### src/include/rovt_defs.svh
// Constants for the residual overvoltage timer trip block.
// Assumes a 50 MHz system clock.
`ifndef ROVT_DEFS_SVH
`define ROVT_DEFS_SVH

`define CLK_PERIOD_NS      20
`define MS_IN_NS           1000000
`define TICK_CYCLES        (`MS_IN_NS / `CLK_PERIOD_NS)
`define LEVEL_MIN_PCT      8'h02
`define LEVEL_MAX_PCT      8'h3c
`define LEVEL_RST_PCT      8'h1e
`define DELAY_MAX_MS       16'hea60
`define DELAY_RST_MS       16'h0064

`endif

### src/include/rovt_pkg.sv
// Types shared by the residual overvoltage timer trip files.
// Assumes nothing of its surroundings.
`default_nettype none
package rovt_pkg;
  typedef enum logic {
    OPER_OFF,
    OPER_ON
  } oper_t;
  typedef enum logic [1:0] {
    ST_IDLE,
    ST_TIMING,
    ST_TRIPPED
  } timer_state_t;
endpackage
`default_nettype wire

### src/include/tick_if.sv
// Millisecond tick carrier between the tick source and the timer.
// Assumes both ends share clock_i.
`timescale 1ns/1ps
`default_nettype none
interface tick_if;
  logic tick;
  modport source (output tick);
  modport sink   (input  tick);
endinterface
`default_nettype wire

### src/rtl/residual_overvoltage_timer_trip.sv
// Definite-time residual overvoltage start and trip logic.
// Assumes RMS and settings synchronous to clock_i, in percent and ms.
`timescale 1ns/1ps
`default_nettype none
`include "rovt_defs.svh"

// Overview of operation
// Operation Off (default On) keeps start and trip outputs low.
// Start when residual RMS exceeds start level, 2..60 percent, default 30.
// Delay setting 0..60000 ms, default 100, independent of overvoltage size.
// Start status stays high while the started condition holds.
// Count elapsed ms once started; trip when count reaches the setting.
// Start-only option, default false, passes start and suppresses general trip.
// Blocking input from user logic disables both start and trip.
// General start follows start; general trip follows gated trip.
// Outputs follow input within one cycle, well inside timing limits.
// Voltage at or below level clears start and zeroes the counter.
// Counter advances on 1 ms tick; reset clears counter and outputs.
module residual_overvoltage_timer_trip
  import rovt_pkg::*;
#(
  parameter int unsigned TICK_CYCLES = `TICK_CYCLES,
  parameter int unsigned RMS_W       = 8
) (
  // Clock and reset
  input  wire logic             clock_i,
  input  wire logic             srst_i,
  // Measurement and user blocking
  input  wire logic [RMS_W-1:0] residual_voltage_rms_i,
  input  wire logic             block_input_i,
  // Settings
  input  wire logic             operation_select_i,
  input  wire logic [7:0]       start_voltage_level_i,
  input  wire logic [15:0]      trip_delay_ms_i,
  input  wire logic             start_only_select_i,
  // Status
  output logic                  start_flag_o,
  output logic                  trip_flag_o,
  output logic                  general_start_out_o,
  output logic                  general_trip_out_o,
  output logic [15:0]           elapsed_ms_o
);
  // ----------------------------------------
  // Setting conditioning
  // ----------------------------------------
  logic [7:0]  level_eff;
  logic [15:0] delay_eff;
  logic        enabled;
  logic        over_level;
  tick_if      tick_bus ();

  // Out-of-range settings are clamped rather than trusted
  always_comb begin
    if (start_voltage_level_i < `LEVEL_MIN_PCT) begin
      level_eff = `LEVEL_MIN_PCT;
    end else if (start_voltage_level_i > `LEVEL_MAX_PCT) begin
      level_eff = `LEVEL_MAX_PCT;
    end else begin
      level_eff = start_voltage_level_i;
    end
  end

  assign delay_eff = (trip_delay_ms_i > `DELAY_MAX_MS) ? `DELAY_MAX_MS
                                                       : trip_delay_ms_i;
  assign enabled    = (oper_t'(operation_select_i) == OPER_ON) && !block_input_i;
  assign over_level = {8'h00, residual_voltage_rms_i} > {8'h00, level_eff};

  // ----------------------------------------
  // Millisecond timebase
  // ----------------------------------------
  ms_tick_gen #(
    .TICK_CYCLES (TICK_CYCLES)
  ) u_tick (
    .clock_i (clock_i),
    .srst_i  (srst_i),
    .tick_io (tick_bus.source)
  );

  // ----------------------------------------
  // Definite-time state machine
  // ----------------------------------------
  timer_state_t state;
  timer_state_t next_state;
  logic [15:0]  count;

  always_comb begin
    next_state = state;
    case (state)
      ST_IDLE: begin
        if (enabled && over_level) begin
          next_state = (delay_eff == 16'h0000) ? ST_TRIPPED : ST_TIMING;
        end
      end
      ST_TIMING: begin
        if (!enabled || !over_level) begin
          next_state = ST_IDLE;
        end else if (tick_bus.tick && count + 16'h0001 >= delay_eff) begin
          next_state = ST_TRIPPED;
        end else if (count >= delay_eff) begin
          next_state = ST_TRIPPED;
        end
      end
      ST_TRIPPED: begin
        if (!enabled || !over_level) begin
          next_state = ST_IDLE;
        end
      end
      default: next_state = ST_IDLE;
    endcase
  end

  always_ff @(posedge clock_i) begin
    if (srst_i) begin
      state <= ST_IDLE;
    end else begin
      state <= next_state;
    end
  end

  // Counter restarts from zero on each new start; the free-running tick can make the first ms partial
  always_ff @(posedge clock_i) begin
    if (srst_i || next_state == ST_IDLE || state == ST_IDLE) begin
      count <= 16'h0000;
    end else if (state == ST_TIMING && tick_bus.tick) begin
      count <= count + 16'h0001;
    end
  end

  // ----------------------------------------
  // Decision logic
  // ----------------------------------------
  // Outputs are combinational from state and gating: drop-out is immediate
  assign start_flag_o        = (state != ST_IDLE) && enabled && over_level;
  assign trip_flag_o         = (state == ST_TRIPPED) && enabled && over_level;
  assign general_start_out_o = start_flag_o;
  assign general_trip_out_o  = trip_flag_o && !start_only_select_i;
  assign elapsed_ms_o        = count;

  // ----------------------------------------
  // Checks
  // ----------------------------------------
  chk_off_quiet: assert property (@(posedge clock_i) disable iff (srst_i)
    !operation_select_i |-> !general_start_out_o && !general_trip_out_o)
    else $error("outputs active while operation is off");

  chk_block_quiet: assert property (@(posedge clock_i) disable iff (srst_i)
    block_input_i |-> !start_flag_o && !trip_flag_o)
    else $error("outputs active while blocked");

  chk_start_cause: assert property (@(posedge clock_i) disable iff (srst_i)
    start_flag_o |-> residual_voltage_rms_i > level_eff)
    else $error("start without overvoltage");

  // The reset cycle forces idle, so its history must not count as a start
  chk_start_follow: assert property (@(posedge clock_i) disable iff (srst_i)
    !$past(srst_i) && enabled && over_level && $past(enabled && over_level) |-> start_flag_o)
    else $error("start missing during sustained overvoltage");

  chk_trip_gated: assert property (@(posedge clock_i) disable iff (srst_i)
    start_only_select_i |-> !general_trip_out_o)
    else $error("trip passed in start-only mode");

  chk_gen_start: assert property (@(posedge clock_i) disable iff (srst_i)
    general_start_out_o == start_flag_o)
    else $error("general start differs from start");

  chk_trip_needs_start: assert property (@(posedge clock_i) disable iff (srst_i)
    trip_flag_o |-> (start_flag_o && count >= delay_eff - 16'h0001)
      || delay_eff == 16'h0000
      || (state == ST_TRIPPED && $past(state) == ST_TRIPPED))
    else $error("trip before delay");

  chk_count_clear: assert property (@(posedge clock_i) disable iff (srst_i)
    !over_level |=> count == 16'h0000)
    else $error("counter not cleared on drop-out");

  chk_drop_fast: assert property (@(posedge clock_i) disable iff (srst_i)
    !over_level |-> !start_flag_o && !trip_flag_o)
    else $error("outputs slow to drop");

  chk_reset_clear: assert property (@(posedge clock_i)
    srst_i |=> count == 16'h0000 && state == ST_IDLE)
    else $error("reset did not clear timer");

  chk_trip_at_count: assert property (@(posedge clock_i) disable iff (srst_i)
    $rose(trip_flag_o) |-> count >= delay_eff)
    else $error("trip before count reached delay");

  chk_gen_trip: assert property (@(posedge clock_i) disable iff (srst_i)
    general_trip_out_o |-> trip_flag_o && !start_only_select_i)
    else $error("general trip without gated trip");

  chk_start_only_pass: assert property (@(posedge clock_i) disable iff (srst_i)
    start_only_select_i && start_flag_o |-> general_start_out_o)
    else $error("start suppressed in start-only mode");

  chk_level_range: assert property (@(posedge clock_i) disable iff (srst_i)
    level_eff >= `LEVEL_MIN_PCT && level_eff <= `LEVEL_MAX_PCT)
    else $error("start level outside its range");

  // Count never passes the ceiling, even when the delay is lowered mid-run
  chk_delay_range: assert property (@(posedge clock_i) disable iff (srst_i)
    delay_eff <= `DELAY_MAX_MS && count <= `DELAY_MAX_MS)
    else $error("delay or count above its ceiling");

  chk_tick_only: assert property (@(posedge clock_i) disable iff (srst_i)
    $changed(count) && count != 16'h0000
      |-> $past(tick_bus.tick) && $past(state) == ST_TIMING)
    else $error("counter moved without a tick");

  chk_idle_count: assert property (@(posedge clock_i) disable iff (srst_i)
    state == ST_IDLE |-> count == 16'h0000)
    else $error("counter nonzero while idle");

  // ----------------------------------------
  // Coverage
  // ----------------------------------------
  cov_start:   cover property (@(posedge clock_i) disable iff (srst_i) $rose(start_flag_o));
  cov_trip:    cover property (@(posedge clock_i) disable iff (srst_i) $rose(general_trip_out_o));
  cov_dropout: cover property (@(posedge clock_i) disable iff (srst_i)
    state == ST_TIMING ##1 state == ST_IDLE);
  cov_blocked: cover property (@(posedge clock_i) disable iff (srst_i)
    trip_flag_o ##1 block_input_i);
  cov_st_only: cover property (@(posedge clock_i) disable iff (srst_i)
    start_only_select_i && start_flag_o);
endmodule // residual_overvoltage_timer_trip
`default_nettype wire

### src/rtl/ms_tick_gen.sv
// Free-running millisecond tick generator.
// Assumes synchronous active-high reset on clock_i.
`timescale 1ns/1ps
`default_nettype none
`include "rovt_defs.svh"
module ms_tick_gen #(
  parameter int unsigned TICK_CYCLES = `TICK_CYCLES
) (
  // Clock and reset
  input  wire logic clock_i,
  input  wire logic srst_i,
  // Tick out
  tick_if.source    tick_io
);
  localparam int unsigned CW = $clog2(TICK_CYCLES + 1);
  logic [CW-1:0] count;

  always_ff @(posedge clock_i) begin
    if (srst_i || count == CW'(TICK_CYCLES - 1)) begin
      count <= '0;
    end else begin
      count <= count + CW'(1);
    end
  end

  always_ff @(posedge clock_i) begin
    if (srst_i) begin
      tick_io.tick <= 1'b0;
    end else begin
      tick_io.tick <= (count == CW'(TICK_CYCLES - 1));
    end
  end
endmodule // ms_tick_gen
`default_nettype wire

### config.mk
export PLATFORM = sky130hd
export DESIGN_NAME = residual_overvoltage_timer_trip
export DESIGN_NICKNAME = d
export VERILOG_FILES = /design/src/include/rovt_pkg.sv /design/src/include/tick_if.sv /design/src/rtl/residual_overvoltage_timer_trip.sv /design/src/rtl/ms_tick_gen.sv
export VERILOG_INCLUDE_DIRS = /design/src /design/src/include
export SDC_FILE = /design/constraint.sdc
export NUM_CORES = 1
export LEC_CHECK = 0
export ABC_AREA = 0
export BUFFER_PORTS_ARGS = -buffer_cell sky130_fd_sc_hd__buf_4
export CAP_MARGIN = 20
export CORE_ASPECT_RATIO = 0.6
export CORE_MARGIN = 3
export CORE_UTILIZATION = 40
export DETAILED_ROUTE_END_ITERATION = 8
export GPL_ROUTABILITY_DRIVEN = 0
export PLACE_DENSITY = 0.66
export SYNTH_ARGS = -nofsm -noshare
export SYNTH_HDL_FRONTEND = slang
export SYNTH_SLANG_ARGS = --single-unit
### constraint.sdc
create_clock -name clock_i -period 6.8 [get_ports clock_i]
set_input_delay 2.04 -clock clock_i [delete_from_list [all_inputs] [get_ports clock_i]]
set_output_delay 2.04 -clock clock_i [all_outputs]
set_load 0.02 [all_outputs]
==> metrics, run 1 <==
status finished clean; Setup CP Type input pin to output port; GRT Util Overall 19.1%; Slew headroom 59.2%; initial core utilization 42.1%; Simple-Gate Fraction of Synth Area 31.2%; Worst Setup Start Kind input pin; die extent in x 115 um; Routed WL 7470 um; highest-delay cell along the critical path a211oi_1; Synth Area in Compound Gates 10.2%; Hold Slack 0.463 ns; Post-Synth Adder-Cell Area 18.3%; mapped cell area 2870 sq um; Max Cap Viol 0; worst r2r src elapsed_ms_o[0]; PostCTS Resize Cnt 0; most frequent cells in the layout buf_4, nor2_1, nand2_1, ha_1, dfxtp_1; CTS Buffer Depth 2; critical-path cell list buf_4 -> nor4_1 -> and2_1 -> a31oi_1 -> ha_1 -> and4b_1 -> a211oi_1 -> nor2_1 -> o2111ai_1 -> nor2_1 -> buf_4; H-tree depth 2; Synth Flop Type dfxtp_1; Fillers 679; Detailed Place HPWL 6120 um; LEAKAGE 1.56 nW; largest net degree at the start of global routing 17; Die Height 71.6 um; First-pass DRT Iterations 4; share of layout cells above drive strength 1 18.7%; commonest non-fill, non-tap cell in the layout buf_4; cell area power density 152 nW/um^2; post-CTS setup buffer count 0; DRT iter0 DRCs 177; TritonCTS clock tree yes; FMAX 0.160 GHz; first-pass GRT wire length 12400 um; Clock Latency Late Sink 0.28 ns; Final Power 0.000538 W; EDFF count, synth 0; # IOs 57; Critical Path Sink Type output port; # setup viols final 0; die area 8260 sq um; Worst Path Arrival 4.23 ns; initial antenna violation count 0; Layout area overhead 23.1%; post-synth cell types 52; routed length per instance 15.0 um; worst path bufs/invs 2; final net count 490; Post-route DRC 0; hold path depth 1; yosys warns 0; via count 2654; Setup Skew 0.00366 ns; Post-synth ARST share 0%; CP startpoint start_voltage_level_i[4]; clock-pin transition on the worst setup and hold timing paths 0.05 ns; worst hold path type flop to flop; post-cts hold buffer count 0; mux contribution to synthesized area 0%; vias in the first global route 2529; ANT nets after route 0; flops & latches, synth 35; Clock Sinks 35; Vias/cell 5.32; Num CTS Buffers 5; RSZ-0062 raised after global routing false; main combinational cell family by area after synthesis simple AND/OR/NAND/NOR gates; Synth Instances 353; Post-Synth XOR/XNOR Area 12.8%; root buf cell clkbuf_16; Synth Area per Inst 8.13 sq um; Worst Reg2Reg Path Length in Cells 12; gr ovfl total 0; Max rail drop VDD 99.4 uV; # port buffers 56; Top delay family on crit path simple AND/OR/NAND/NOR gates; min Tclk post-route 6.27 ns; Least-Margin Pin Slew 0.611 ns; crit share post-route 92.1%; Max Slew Vio Count 0; Core ar. 6820 sq um; critical path required time 4.76 ns; Cell Rows 23; Worst Min Path Start u_tick.count[0]; Crit path depth 11; area of the multi-input gates 2090 sq um; number of diodes 0; final hold violation count 0; post-synthesis sequential area ratio 24.4%; CP Max Fanout 3; Storage cell area 701 sq um; setup TNS 0 ns; CP peak stage delay 0.38 ns
## cell type report
| type | instances | share of cell area, % |
|---|---|---|
| multi-input combinational | 302 | 59.1 |
| sequential | 35 | 19.8 |
| timing repair buffer | 56 | 11.9 |
| clock buffer | 6 | 3.93 |
| tap | 87 | 3.08 |
| inverter | 11 | 1.17 |
| clock inverter | 2 | 0.991 |
## path summary, 6_finish.rpt
path / endpoint / slack, ns
worst max-delay path: start_flag_o / 0.53
worst min-delay path: u_tick.count[0] / 0.46
worst max register to register: state[0] / 3.60
worst min register to register: u_tick.count[0] / 0.46
## cells by family (layout without fill, tap and decap cells)
logic type	count (synthesis)	count (layout)
flops	35	35
compound gates	42	42
other cells	1	2
xor+xnor	42	42
fa+ha+maj	42	42
buf+inv	17	75
simple gates	174	174
## where the power goes
group | switching, W | internal (W)
Combinational | 0.0000313 | 0.0000294
Sequential | 0.00000173 | 0.000207
Clock | 0.0000868 | 0.000182
Total | 0.000120 | 0.000418
## layer usage
metal  vias to the layer above  track usage [%]  wire, um
met5                         -                0         0
met4                         0             5.47        78
met3                         6             4.22       507
met2                        75             26.1      2970
met1                      1201             29.6      3920
li1                       1372                -         -
## cell usage after synthesis, types with 2 or more instances
library cell  number  area (sq um)
inv_1             11          41.3
nand3_1           14          70.1
a21oi_1           14          70.1
nor2_1            52           195
nor3_1            17          85.1
nor4_1             5          31.3
and4b_1            2          20.0
nand4_1           13          81.3
xor2_1            22           193
nor4_4             2          42.5
a211oi_1           3          22.5
nand3_2            2          20.0
buf_4              3          22.5
o21ai_0           10          50.1
dfxtp_1           35           701
xnor2_1           20           175
and3_1             4          25.0
nor2b_1            6          37.5
nand2_1           42           158
ha_1              42           526
and2_1             2          12.5
and2_2             2          15.0
## per-stage QoR
| step | area, sq um | worst slack, ns | cells | util, % |
|---|---|---|---|---|
| CTS | 3540 | 0.534 | 499 | 51.8 |
| global placement | 3360 | 0.687 | 491 | 49.3 |
| floorplan | 2880 | 0.863 | 354 | - |
| global route | 3540 | 0.305 | 499 | 51.8 |
| finish | 3540 | 0.534 | 499 | 51.8 |
| detailed placement | 3360 | 0.545 | 491 | 49.3 |
## state kept, by name (all words and copies together), names as in the netlist
register	flops
elapsed_ms_o	16
u_tick.tick_io.tick	1
state	2
u_tick.count	16
(Power assumes the default switching activity.)
==> inputs of run 2 (changes only) <==
--- a/config.mk
+++ b/config.mk
@@ -17,4 +17,5 @@
 export PLACE_DENSITY = 0.66
 export SYNTH_ARGS = -nofsm -noshare
 export SYNTH_HDL_FRONTEND = slang
+export SYNTH_HIERARCHICAL = 1
 export SYNTH_SLANG_ARGS = --single-unit
==> metrics, run 2 <==
final hold violation count 0 (unchanged); Post-synth ARST share 0% (unchanged); Worst Setup Start Kind input pin; Max rail drop VDD 77.1 uV (-22%); Clock Sinks 35 (unchanged); EDFF count, synth 0 (unchanged); Critical Path Sink Type output port; Slew headroom 42.2% (-17 points); cell area power density 141 nW/um^2 (-7.5%); die extent in x 116 um (+0.95%); DRT iter0 DRCs 190 (+7.3%); number of diodes 0 (unchanged); # port buffers 56 (unchanged); CTS Buffer Depth 2 (unchanged); min Tclk post-route 6.03 ns (-0.235 ns); root buf cell clkbuf_16; Routed WL 7260 um (-2.9%); gr ovfl total 0 (unchanged); cell with the most instances after synthesis nor2_1; H-tree depth 2 (unchanged); Die Height 72.3 um (+0.91%); die area 8420 sq um (+1.9%); routed length per instance 14.3 um (-4.2%); Worst Path Arrival 3.99 ns (-0.24 ns); final net count 497 (+1.4%); fin util 52.0% (+0.11 points); clock-pin transition on the worst setup and hold timing paths 0.06 ns (about the same); initial antenna violation count 0 (unchanged); post-CTS setup buffer count 0 (unchanged); mapped cell area 2930 sq um (+2.0%); critical path required time 4.76 ns (about the same); First-pass DRT Iterations 4 (unchanged); Detailed Place HPWL 5960 um (-2.5%); Vias/cell 5.21 (-2.0%); LEAKAGE 1.54 nW (-1.2%); top cells by count, synth nor2_1, ha_1, nand2_1, dfxtp_1, xnor2_1; Hold Slack 0.508 ns (+0.0451 ns); flops & latches, synth 35 (unchanged); initial core utilization 42.6% (+0.48 points); post-synth cell types 52 (unchanged); setup TNS 0 ns (unchanged); crit share post-route 88.7% (-3.5 points); vias in the first global route 2464 (-2.6%); # IOs 57 (unchanged); Logic pwr share 11.7% (+0.4 points); most frequent cells in the layout buf_4, nor2_1, ha_1; first-pass GRT wire length 12000 um (-2.8%); Placement Cell Area 3420 sq um (+1.7%); Least-Margin Pin Slew 0.866 ns (+0.255 ns); # setup viols final 0 (unchanged); Cell Rows 23 (unchanged); yosys warns 6 (+6); GRT Util Overall 17.9% (-1.2 points); status finished clean; Max Slew Vio Count 0 (unchanged); Finished Cell Area 3570 sq um (+1.1%); RSZ-0062 raised after global routing false; FMAX 0.166 GHz (+3.9%); Setup Skew 0.00501 ns (+0.00136 ns); area share of the largest cell type after synthesis 23.9% (-0.48 points); ANT nets after route 0 (unchanged); share of layout cells above drive strength 1 22.4% (+3.7 points); CP Max Fanout 3 (unchanged); clock share of power 46.7% (-3.3 points); Layout area overhead 22.0%; largest net degree at the start of global routing 17 (unchanged); cell internal pwr 0.000382 W (-8.7%); post-synthesis sequential area ratio 23.9% (-0.48 points); Post-route DRC 0 (unchanged); Num CTS Buffers 5 (unchanged); sw frac 24.1% (+1.8 points); synth top area cells dfxtp_1, ha_1, xnor2_1; sequential share of power 41.6% (+2.8 points); Synth Area per Inst 8.11 sq um (-0.26%); Core ar. 6880 sq um (+0.84%); Switch Pwr 0.000121 W (+1.2%); commonest non-fill, non-tap cell in the layout buf_4; worst hold path type flop to flop; PostCTS Resize Cnt 0 (unchanged); post-synth top area cell dfxtp_1; Clock Latency Late Sink 0.28 ns (about the same); TritonCTS clock tree yes; Synth Flop Type dfxtp_1; fin worst setup slack 0.769 ns (+0.235 ns); post-cts hold buffer count 0 (unchanged); Max Cap Viol 0 (unchanged); via count 2638 (-0.60%); Synth Instances 361 (+2.3%); Setup CP Type input pin to output port; Setup WS pre-CTS 0.779 ns (+0.234 ns)
run 2: changes by cell type in the layout (fill, tap and decap cells not counted), moves of 3 or more:
cell     previous run  this run
and3_1              4         1
nand4_1            13         7
nor2_2              1        15
nor3_1             17        12
xnor2_1            20        29
xor2_1             22        13
run 2: stage by stage:
stage	instances	total power (W)
final	506	0.000503
after global routing	506	0.000526
after CTS	506	0.000507
after detailed placement	498	0.000272
after global placement	498	0.000270
after floorplan	362	0.000244
run 2: routing by layer:
metal / track usage, % / up-vias / wire length [um]
li1: - / 1380 / -
met1: 28.5 / 1181 / 4000
met2: 23.3 / 72 / 2690
met3: 5.00 / 5 / 518
met4: 3.99 / 0 / 51
met5: 0 / - / 0
run 2: path summary, 6_finish.rpt:
path,startpoint,end,slack [ns],cells past startpoint
worst min-delay path,u_tick/count[0],u_tick/count[0],0.51,1
worst max-delay path,start_voltage_level_i[4],general_trip_out_o,0.77,11
worst max register to register,elapsed_ms_o[1],state[0],3.73,12
worst min register to register,u_tick/count[0],u_tick/count[0],0.51,1
run 2: cells by family after synthesis:
| family | Yosys count | share of synthesized area (%) |
|---|---|---|
| buffers and inverters | 18 | 2.90 |
| and+or+nand+nor | 179 | 32.8 |
| xor gates and xnor gates | 42 | 12.6 |
| other | 1 | 0.128 |
| adders and majority gates | 42 | 17.9 |
| DFF | 35 | 23.9 |
| AOI/OAI and AO/OA | 44 | 9.78 |
run 2: power groups by stage:
stage / sequential (W) / clock, W / combinational [W]
final: 0.000209 / 0.000235 / 0.0000587
after global routing: 0.000210 / 0.000250 / 0.0000667
after CTS: 0.000209 / 0.000239 / 0.0000585
after detailed placement: 0.000214 / 0 / 0.0000579
after global placement: 0.000214 / 0 / 0.0000566
after floorplan: 0.000213 / 0 / 0.0000303
run 2: cell type report:
| type | instances | area, sq um |
|---|---|---|
| fillers | 659 | 3300 |
| inverters | 11 | 41.3 |
| repair buffers | 56 | 420 |
| multi-input cells | 309 | 2150 |
| clock buffers | 6 | 139 |
| well taps | 87 | 109 |
| flip-flops and latches | 35 | 701 |
| clock inverters | 2 | 16.3 |
run 2: critical path, cell delays in order:
cell	delay (ns)
buf_4	0.12
nor4_1	0.26
and2_1	0.17
and4b_1	0.19
ha_1	0.26
and4_1	0.20
nand2b_1	0.09
o2111ai_1	0.14
nor2b_1	0.19
nor2b_1	0.16
buf_4	0.15
